--- src/core/wrap_timer_regs.vh ---
// Register offsets, field positions and reset values of the small wrap timer
`ifndef WRAP_TIMER_REGS_VH
`define WRAP_TIMER_REGS_VH

`define OFS_HALT_CTRL 8'h18
`define OFS_CLOCK_CONFIG 8'h19
`define OFS_CURRENT_COUNT 8'h1A
`define OFS_WRAP_LIMIT 8'h1B
`define OFS_IRQ_STATUS 8'h1C
`define OFS_IRQ_MASK 8'h1D

`define CFG_SRC_HI 5
`define CFG_SRC_LO 4
`define CFG_PS_HI 3
`define CFG_PS_LO 0
`define CTRL_HALT_BIT 4
`define CTRL_FLAG_BIT 7

`define SRC_BUS 2'h0
`define SRC_FIXED 2'h1
`define SRC_FALL 2'h2
`define SRC_RISE 2'h3

`define RST_SRC 2'h0
`define RST_PS 4'h0
`define RST_COUNT 8'h00
`define RST_LIMIT 8'h00
`define RST_HALT 1'h1
`define PS_MAX 4'h8

`endif

--- src/core/small_wrap_timer.v ---
// Clock selection, prescaler, counter and modulo logic of the small wrap timer
// Function
// - Source select bits 5-4: 00 bus clock, 01 fixed-rate clock
// - Code 10 counts falling pin edges, 11 counts rising pin edges
// - Changing source keeps count; counting continues with new source
// - Reset clears source select to bus clock
// - Prescale codes 0-8 divide by 1,2,4..256 via 8-bit prescaler
// - Prescale codes above 8 divide by 256
// - Changing prescale keeps count; continues at new rate
// - Reset clears prescale select to divide by one
// - Count readable, writes to count register ignored
// - Reset clears count to zero
// - Count reaching wrap limit returns to zero and sets wrap flag
// - Wrap limit zero gives free-running full 8-bit count
// - Any wrap limit write zeroes count and clears wrap flag
// - Reset sets wrap limit to zero
// - Config bits 7-6 read as zero
// - While not halted, count steps once per prescaler output
// - Wrap flag sets on step from limit to zero
// - External input synchronised; source keeps it at most bus/4
//
// The implementer's own choice: strobed register access.
`timescale 1ns/1ps
`include "wrap_timer_regs.vh"

module small_wrap_timer (
    // Clock and reset
    input wire clock,
    input wire rst,
    // Count sources
    input wire fixed_rate_clock,
    input wire external_count_input,
    // Register port
    input wire [7:0] addr,
    input wire [7:0] wdata,
    input wire wr,
    input wire rd,
    output reg [7:0] rdata,
    // Status
    output reg wrap_flag,
    output reg irq
);

// ----------------------------------------------------------------
// Register state and next values
// ----------------------------------------------------------------
reg [1:0] count_source_select_reg;
reg [1:0] count_source_select_next;
reg [3:0] prescale_select_reg;
reg [3:0] prescale_select_next;
reg [7:0] wrap_limit_value_reg;
reg [7:0] wrap_limit_value_next;
reg count_halt_reg;
reg count_halt_next;
reg irq_mask_reg;
reg irq_mask_next;

// ----------------------------------------------------------------
// Counting state and next values
// ----------------------------------------------------------------
reg [7:0] count_reg;
reg [7:0] count_next;
reg [7:0] prescale_reg;
reg [7:0] prescale_next;
reg wrap_flag_next;
reg irq_status_reg;
reg irq_status_next;
reg irq_next;
reg [7:0] rdata_next;

// ----------------------------------------------------------------
// Address decode
// ----------------------------------------------------------------
wire wr_cfg;
wire wr_limit;
wire wr_ctrl;
wire wr_mask;
wire rd_status;

// The count register has no write decode, so writes to it are lost
assign wr_cfg = wr && (addr == `OFS_CLOCK_CONFIG);
assign wr_limit = wr && (addr == `OFS_WRAP_LIMIT);
assign wr_ctrl = wr && (addr == `OFS_HALT_CTRL);
assign wr_mask = wr && (addr == `OFS_IRQ_MASK);
assign rd_status = rd && (addr == `OFS_IRQ_STATUS);

// ----------------------------------------------------------------
// Source synchronisers and edge enables
// ----------------------------------------------------------------
wire fixed_rise;
wire ext_rise;
wire ext_fall;
reg source_tick;

// Only rising edges of the fixed-rate clock are used
sync_edge_detect #(
    .IDLE_LEVEL(1'b0)
) fixed_sync_u (
    .clock(clock),
    .rst(rst),
    .async_in(fixed_rate_clock),
    .rise(fixed_rise),
    .fall()
);

sync_edge_detect #(
    .IDLE_LEVEL(1'b0)
) ext_sync_u (
    .clock(clock),
    .rst(rst),
    .async_in(external_count_input),
    .rise(ext_rise),
    .fall(ext_fall)
);

// Every source becomes a one-cycle enable on the bus clock
always @* begin
    case (count_source_select_reg)
        `SRC_BUS: begin
            source_tick = 1'b1;
        end
        `SRC_FIXED: begin
            source_tick = fixed_rise;
        end
        `SRC_FALL: begin
            source_tick = ext_fall;
        end
        `SRC_RISE: begin
            source_tick = ext_rise;
        end
        default: begin
            source_tick = 1'b0;
        end
    endcase
end

// ----------------------------------------------------------------
// Prescaler
// ----------------------------------------------------------------
wire [3:0] ps_eff;
wire [8:0] ps_span;
wire [7:0] ps_mask;
wire prescale_tick;

// Codes above the last tap fall back to the divide-by-256 tap
assign ps_eff = (prescale_select_reg > `PS_MAX) ? `PS_MAX : prescale_select_reg;
assign ps_span = 9'h001 << ps_eff;
assign ps_mask = ps_span[7:0] - 8'h01;
// Tick when all prescaler bits below the selected tap are one
assign prescale_tick = source_tick && ((prescale_reg & ps_mask) == ps_mask);

always @* begin
    prescale_next = prescale_reg;
    if (wr_limit) begin
        prescale_next = 8'h00;
    end else if (!count_halt_reg && source_tick) begin
        prescale_next = prescale_reg + 8'h01;
    end
end

// ----------------------------------------------------------------
// Counter and modulo
// ----------------------------------------------------------------
wire step;
wire free_running;
wire at_limit;
wire wrap_event;

assign step = prescale_tick && !count_halt_reg;
assign free_running = (wrap_limit_value_reg == 8'h00);
assign at_limit = free_running ? (count_reg == 8'hFF) : (count_reg == wrap_limit_value_reg);
// A limit write in the same cycle wins, so the wrap is lost with the count
assign wrap_event = step && at_limit && !wr_limit;

always @* begin
    count_next = count_reg;
    if (wr_limit) begin
        count_next = 8'h00;
    end else if (wrap_event) begin
        count_next = 8'h00;
    end else if (step) begin
        count_next = count_reg + 8'h01;
    end
end

always @* begin
    wrap_flag_next = wrap_flag;
    if (wr_limit) begin
        wrap_flag_next = 1'b0;
    end else if (wrap_event) begin
        wrap_flag_next = 1'b1;
    end
end

// ----------------------------------------------------------------
// Software registers
// ----------------------------------------------------------------
// Config write leaves count and prescaler as they are
always @* begin
    count_source_select_next = count_source_select_reg;
    prescale_select_next = prescale_select_reg;
    if (wr_cfg) begin
        count_source_select_next = wdata[`CFG_SRC_HI:`CFG_SRC_LO];
        prescale_select_next = wdata[`CFG_PS_HI:`CFG_PS_LO];
    end
end

always @* begin
    wrap_limit_value_next = wrap_limit_value_reg;
    if (wr_limit) begin
        wrap_limit_value_next = wdata;
    end
end

// Only the halt bit of the control register is writable
always @* begin
    count_halt_next = count_halt_reg;
    if (wr_ctrl) begin
        count_halt_next = wdata[`CTRL_HALT_BIT];
    end
end

// Mask bit 0 gates the level interrupt
always @* begin
    irq_mask_next = irq_mask_reg;
    if (wr_mask) begin
        irq_mask_next = wdata[0];
    end
end

// ----------------------------------------------------------------
// Interrupt
// ----------------------------------------------------------------
// Sticky event bit; a wrap in the clearing read cycle stays set
always @* begin
    irq_status_next = irq_status_reg;
    if (wrap_event) begin
        irq_status_next = 1'b1;
    end else if (rd_status) begin
        irq_status_next = 1'b0;
    end
end

// Level output follows the unmasked sticky bit
always @* begin
    irq_next = irq_status_next && irq_mask_next;
end

// ----------------------------------------------------------------
// Read port
// ----------------------------------------------------------------
always @* begin
    rdata_next = 8'h00;
    if (rd) begin
        case (addr)
            `OFS_HALT_CTRL: begin
                rdata_next = {wrap_flag, 2'h0, count_halt_reg, 4'h0};
            end
            `OFS_CLOCK_CONFIG: begin
                rdata_next = {2'h0, count_source_select_reg, prescale_select_reg};
            end
            `OFS_CURRENT_COUNT: begin
                rdata_next = count_reg;
            end
            `OFS_WRAP_LIMIT: begin
                rdata_next = wrap_limit_value_reg;
            end
            `OFS_IRQ_STATUS: begin
                rdata_next = {7'h00, irq_status_reg};
            end
            `OFS_IRQ_MASK: begin
                rdata_next = {7'h00, irq_mask_reg};
            end
            default: begin
                rdata_next = 8'h00;
            end
        endcase
    end
end

always @(posedge clock or posedge rst) begin
    if (rst) begin
        rdata <= 8'h00;
    end else begin
        rdata <= rdata_next;
    end
end

// ----------------------------------------------------------------
// Configuration flip-flops
// ----------------------------------------------------------------
always @(posedge clock or posedge rst) begin
    if (rst) begin
        count_source_select_reg <= `RST_SRC;
        prescale_select_reg <= `RST_PS;
    end else begin
        count_source_select_reg <= count_source_select_next;
        prescale_select_reg <= prescale_select_next;
    end
end

always @(posedge clock or posedge rst) begin
    if (rst) begin
        wrap_limit_value_reg <= `RST_LIMIT;
        count_halt_reg <= `RST_HALT;
        irq_mask_reg <= 1'b0;
    end else begin
        wrap_limit_value_reg <= wrap_limit_value_next;
        count_halt_reg <= count_halt_next;
        irq_mask_reg <= irq_mask_next;
    end
end

// ----------------------------------------------------------------
// Counting flip-flops
// ----------------------------------------------------------------
always @(posedge clock or posedge rst) begin
    if (rst) begin
        count_reg <= `RST_COUNT;
        prescale_reg <= 8'h00;
    end else begin
        count_reg <= count_next;
        prescale_reg <= prescale_next;
    end
end

always @(posedge clock or posedge rst) begin
    if (rst) begin
        wrap_flag <= 1'b0;
        irq_status_reg <= 1'b0;
        irq <= 1'b0;
    end else begin
        wrap_flag <= wrap_flag_next;
        irq_status_reg <= irq_status_next;
        irq <= irq_next;
    end
end

endmodule // small_wrap_timer

// ----------------------------------------------------------------
// Two-stage synchroniser with edge enables
// ----------------------------------------------------------------
module sync_edge_detect #(
    parameter IDLE_LEVEL = 1'b0
) (
    // Clock and reset
    input wire clock,
    input wire rst,
    // Asynchronous level
    input wire async_in,
    // One-cycle edge enables
    output wire rise,
    output wire fall
);

reg meta_reg;
reg stable_reg;
reg last_reg;

// Only stable_reg reads meta_reg; edges are seen one stage later
always @(posedge clock or posedge rst) begin
    if (rst) begin
        meta_reg <= IDLE_LEVEL;
        stable_reg <= IDLE_LEVEL;
        last_reg <= IDLE_LEVEL;
    end else begin
        meta_reg <= async_in;
        stable_reg <= meta_reg;
        last_reg <= stable_reg;
    end
end

assign rise = stable_reg && !last_reg;
assign fall = !stable_reg && last_reg;

endmodule // sync_edge_detect

--- config.mk ---
export PLATFORM = sky130hd
export DESIGN_NAME = small_wrap_timer
export DESIGN_NICKNAME = d
export VERILOG_FILES = /design/src/core/small_wrap_timer.v
export VERILOG_INCLUDE_DIRS = /design/src /design/src/core
export SDC_FILE = /design/constraint.sdc
export NUM_CORES = 1
export LEC_CHECK = 0
export BUFFER_PORTS_ARGS = -buffer_cell sky130_fd_sc_hd__buf_2
export CORE_UTILIZATION = 47
export CTS_BUF_LIST = sky130_fd_sc_hd__clkbuf_2 sky130_fd_sc_hd__clkbuf_4 sky130_fd_sc_hd__clkbuf_8
export CTS_CLUSTER_DIAMETER = 80
export DETAILED_ROUTE_END_ITERATION = 16
export PLACE_DENSITY = 0.7
export SLEW_MARGIN = 30
export SYNTH_ARGS = -nofsm -noshare
export SYNTH_HDL_FRONTEND = slang
export SYNTH_HIERARCHICAL = 1
export SYNTH_SLANG_ARGS = --single-unit
--- constraint.sdc ---
create_clock -name clock -period 2.45 [get_ports clock]
set_input_delay 0.1225 -clock clock [delete_from_list [all_inputs] [get_ports clock]]
set_output_delay 0.1225 -clock clock [all_outputs]
set_load 0.01 [all_outputs]
After elaboration in Yosys (flattened, before gate mapping)
Index checks and enable logic that the tools add are counted.
{ "totals": {"reg_bits": 49, "inputBits": 22} }
{ "classes": {"reduce_logical": 24, "n_bitwise": 1, "n_lt_le_gt_ge": 1, "mux": 15, "n_eq_ne": 12, "shift": 1, "add_sub_neg": 3} }
{ "op_table": {"columns": ["cell", "n"], "rows": [
  ["$eq A8 B5 Y1 const B", 6],
  ["$mux W8", 6],
  ["$pmux W8 S6", 1],
  ["$add A8 B1 Y8 const B", 2],
  ["$eq A8 B8 Y1", 2],
  ["$logic_and A1 B1 Y1", 14],
  ["$and A8 B8 Y8", 1],
  ["$eq A8 B8 Y1 const B", 1],
  ["$logic_not A8 Y1", 1],
  ["$shl A1 B4 Y8 const A", 1],
  ["$sub A8 B1 Y8 const B", 1],
  ["$mux W1", 6],
  ["$logic_not A1 Y1", 5],
  ["$eq A2 B2 Y1 const B", 2],
  ["$gt A4 B4 Y1 const B", 1],
  ["$mux W4", 1],
  ["$pmux W1 S4", 1],
  ["$reduce_bool A2 Y1", 2],
  ["$reduce_bool A3 Y1", 1],
  ["$eq A2 B1 Y1 const B", 1],
  ["$logic_not A2 Y1", 1]
]} }

Logic depth before layout (Yosys ltp)
{ "depth": {"word_depth": 12, "mapped_depth": 9, "depth_no_buf": 9} }

Hierarchy
The synthesis kept the hierarchy.
{ "by_module_without_submodules": {"columns": ["module", "seq_area_each_um2", "cells_each", "area_per_inst_um2", "n_inst"], "rows": [
  ["small_wrap_timer", 1077.3, 223, 2342.2, 1],
  ["sync_edge_detect", 75.1, 6, 93.8, 2]
]} }

Worst setup path after synthesis
Ideal clock, no wire load.
{ "synth_path": {"path_type": "register -> register", "startpoint": "register prescale_select_reg[0]", "endpoint": "register count_reg[2]", "arrival_time_ns": 2.333, "path_buffers": 1, "slack_ns": -0.010, "path_stages_with_launch": 10, "cell_sequence": "dfrtp_1 -> buf_6 -> or4_4 -> ha_1 -> nor2_1 -> a221oi_2 -> o2111ai_2 -> or2_4 -> o21bai_2 -> nor2_1"} }
{ "synth_between": {"elab_chain_cells": 12} }
{ "synth_rtl": {"columns": ["element", "line_no", "text"], "rows": [
  ["from (decl)", "small_wrap_timer.v:49", "reg [3:0] prescale_select_reg;"],
  ["from (signal assigned)", "small_wrap_timer.v:295", "prescale_select_reg <= `RST_PS;"],
  ["from (signal assigned)", "small_wrap_timer.v:298", "prescale_select_reg <= prescale_select_next;"],
  ["$gt A4 B4 Y1 (no source line)", null, null],
  ["$mux W4 (*)", "small_wrap_timer.v:146", "assign ps_eff = (prescale_select_reg > `PS_MAX) ? `PS_MAX : prescale_select_reg;"],
  ["$shl A1 B4 Y8 (*)", "small_wrap_timer.v:147", "assign ps_span = 9'h001 << ps_eff;"],
  ["$sub A8 B1 Y8 (*)", "small_wrap_timer.v:148", "assign ps_mask = ps_span[7:0] - 8'h01;"],
  ["$and A8 B8 Y8", "small_wrap_timer.v:150", "assign prescale_tick = source_tick && ((prescale_reg & ps_mask) == ps_mask);"],
  ["$eq A8 B8 Y1 (*)", "small_wrap_timer.v:150", null],
  ["$logic_and A1 B1 Y1 (*)", "small_wrap_timer.v:150", null],
  ["$logic_and A1 B1 Y1 (*)", "small_wrap_timer.v:169", "assign step = prescale_tick && !count_halt_reg;"],
  ["$logic_and A1 B1 Y1 (2 in series)", "small_wrap_timer.v:173", "assign wrap_event = step && at_limit && !wr_limit;"],
  ["$mux W8", "small_wrap_timer.v:179", "end else if (wrap_event) begin"],
  ["$mux W8", "small_wrap_timer.v:177", "if (wr_limit) begin"],
  ["to (signal assigned)", "small_wrap_timer.v:319", "count_reg <= `RST_COUNT;"],
  ["to (signal assigned)", "small_wrap_timer.v:322", "count_reg <= count_next;"],
  ["to (decl)", "small_wrap_timer.v:61", "reg [7:0] count_reg;"]
]} }
Every way passes the cells marked *; elsewhere a longest branch is shown, timed or not.
A chain may end at the register's enable or synchronous reset.

Worst setup path in the final report
{ "layout_path": {"startpoint": "register prescale_select_reg[2]", "endpoint": "register irq"} }
{ "layout_between": {"elab_chain_cells": 12} }
{ "layout_rtl": {"columns": ["element", "line_no", "text"], "rows": [
  ["$gt A4 B4 Y1 (no source line)", null, null],
  ["$mux W4 (*)", "small_wrap_timer.v:146", null],
  ["$shl A1 B4 Y8 (*)", "small_wrap_timer.v:147", null],
  ["$sub A8 B1 Y8 (*)", "small_wrap_timer.v:148", null],
  ["$and A8 B8 Y8", "small_wrap_timer.v:150", null],
  ["$eq A8 B8 Y1 (*)", "small_wrap_timer.v:150", null],
  ["$logic_and A1 B1 Y1 (*)", "small_wrap_timer.v:150", null],
  ["$logic_and A1 B1 Y1 (*)", "small_wrap_timer.v:169", null],
  ["$logic_and A1 B1 Y1 (*) (2 in series)", "small_wrap_timer.v:173", null],
  ["$mux W1 (*)", "small_wrap_timer.v:237", "if (wrap_event) begin"],
  ["named net irq_status_next", "small_wrap_timer.v:67", "reg irq_status_next;"],
  ["$logic_and A1 B1 Y1 (*)", "small_wrap_timer.v:246", "irq_next = irq_status_next && irq_mask_next;"],
  ["named net irq_next", "small_wrap_timer.v:68", "reg irq_next;"],
  ["to (signal assigned)", "small_wrap_timer.v:335", "irq <= irq_next;"],
  ["to (decl)", "small_wrap_timer.v:41", "output reg irq"]
]} }
Mark *: on every way through the listed nets, which the timed path passes. The rest lies on a longest branch.

==> flow_summary_export.csv <==
group,metric,value,unit
setup_path,endpoint_kind,"register",
sta,skew,0.00895,ns
layout,area_growth,17.8,%
logic_synthesis,avgSynthCellArea,10.8,µm²
layout,fillers,466,
layout,multi_input_area,1270,µm²
place,io_buffers,31,
logic_synthesis,synth_area,2520,µm²
clocking,clk_path_buf_depth,2,
routing,vias,1924,
die,core_area,5140,µm²
global_route,antenna_found_initial,0,
setup_path,crit_slowest_cell,"or4_4",
place,place_hpwl,3.69,mm
hold_path,hp-class,"primary input to register",
layout,final_cell_mix,"dfrtp_1 (48), buf_2 (31), nor2_1 (26)",
hold_path,whs_path_depth,2,
power,power_leakage,1.35,nW
power,irDropWorstVdd,0.448,mV
sta,post-route-period-util,98.0,%
setup_path,path_max_fanout,5,
place,postPlaceCellArea,2790,µm²
die,ios,32,
logic_synthesis,syn_nets,259,
routing,wire_per_inst,15.5,µm
routing,ant_nets,0,
setup_path,crit_path_cell_trace,"or4_4, ha_4, nor2_2, a221oi_2, o2111ai_2, or2_4, o31ai_4, and2_1",
outcome,status,"finished, final reports clean",
setup_path,reg2reg_depth,8,
routing,drtIter0Drc,184,
die,fp.dieW,75.2,µm
sta,whs,0.0470,ns
die,dieArea,5660,µm²
clocking,cts_buffers,5,
flow_run,cap_violations,0,
global_route,overflow,0,
layout,fin_nets,301,
layout,drive_above_1_share,32.9,%
global_route,grt_max_degree,44,
sta,rsz0062_at_grt,"yes",
clocking,root_buffer,"clkbuf_8",
clocking,cts.sinks,49,
routing,drcViolationCount,0,
global_route,grt_pass1_wl,8.51,mm
setup_path,cp.arrival,2.64,ns
die,die_h,75.2,µm
setup_path,cp-start-kind,"register",
die,initial_core_util,49.1,%
setup_path,cp.required,2.69,ns
setup_path,criticalPathCategory,"register to register",
layout,register_area,1230,µm²
sta,max_slew.worst_pin.slew,0.548,ns
sta,final-hold-violation-count,0,
sta,setup_viol,0,
routing,first_pass_iters,4,
layout,finalInstanceArea,2970,µm²
layout,fin_cells,347,
sta,maxSlewViolCount,0,
clocking,cts.clk_slew.worst_paths,0.10,ns
global_route,grt.total_usage,20.3,%
die,num_rows,26,
power,power_per_cell_area,813,nW/µm²
layout,final_common_cell,"dfrtp_1",
clocking,tritoncts,"yes",
sta,final.setup.tns,0,ns
global_route,grt_pass1_vias,1732,
place,place_congestion,0.856,
clocking,clk_latency,0.30,ns
setup_path,max_stage_delay,0.56,ns
clocking,cts_max_level,2,
layout,antenna_cells,0,
place,dp_cells,335,
sta,timing.final.crit_period,2.40,ns
routing,wl,5.37,mm
sta,fmax,0.417,GHz
layout,utilization,57.8,%
logic_synthesis,postSynthCellCount,234,
sta,relSlewSlack,63.1,%
logic_synthesis,ys.warnings.count,6,
routing,via_per_inst,5.54,
## report_power, final
part           leakage (nW)  internal, mW  total [mW]  switching (mW)
Combinational         0.670         0.377       0.755           0.377
Clock                0.0445         0.203       0.481           0.278
Sequential            0.634         0.953        1.18           0.226
## worst paths after layout
kind	from	endpoint	slack, ns
worst max-delay path	prescale_select_reg[2]	irq	0.05
worst min-delay path	wdata[6]	wrap_limit_value_reg[6]	0.05
worst max register to register	prescale_select_reg[2]	irq	0.05
worst min register to register	fixed_sync_u/meta_reg	fixed_sync_u/stable_reg	0.36
max in group asynchronous	rst	prescale_reg[0]	1.56
min in group asynchronous	rst	fixed_sync_u/stable_reg	0.23
## repair_timing
item	4_1_cts	5_1_grt
endpoints found under the setup margin	0	7
endpoints found under the hold margin	50	0
setup buffers	0	1
hold buffers	3	0
gates resized for setup	0	8
## area by class of cell
class	instances	area share, %
clock buffer	5	2.32
timing repair buffer	45	9.02
clock inverter	3	0.716
sequential	49	41.3
inverter	7	0.885
tap	70	2.95
multi-input combinational	168	42.8
## per-stage QoR
step / power [mW] / setup slack (ns)
floorplan: 1.68 / -0.00983
global placement: 1.86 / 0.0813
detailed placement: 1.88 / 0.0369
CTS: 2.38 / 0.0278
global route: 2.56 / -0.0727
finish: 2.41 / 0.0498
## per-layer routing
layer	GRT usage, %	share of wire [%]	up-vias
li1	-	-	917
met1	29.5	49	941
met2	31.5	45	60
met4	6.17	0.67	0
met5	0	0	-
met3	3.35	4.6	6
## worst max-delay path: cells and delay by family (launching register included)
kind	cells	cell delay, ns
flops	1	0.39
compound gates	3	0.59
simple gates	4	1.08
fa+ha+maj	1	0.28
No activity file was read; power rests on OpenSTA's default activity.
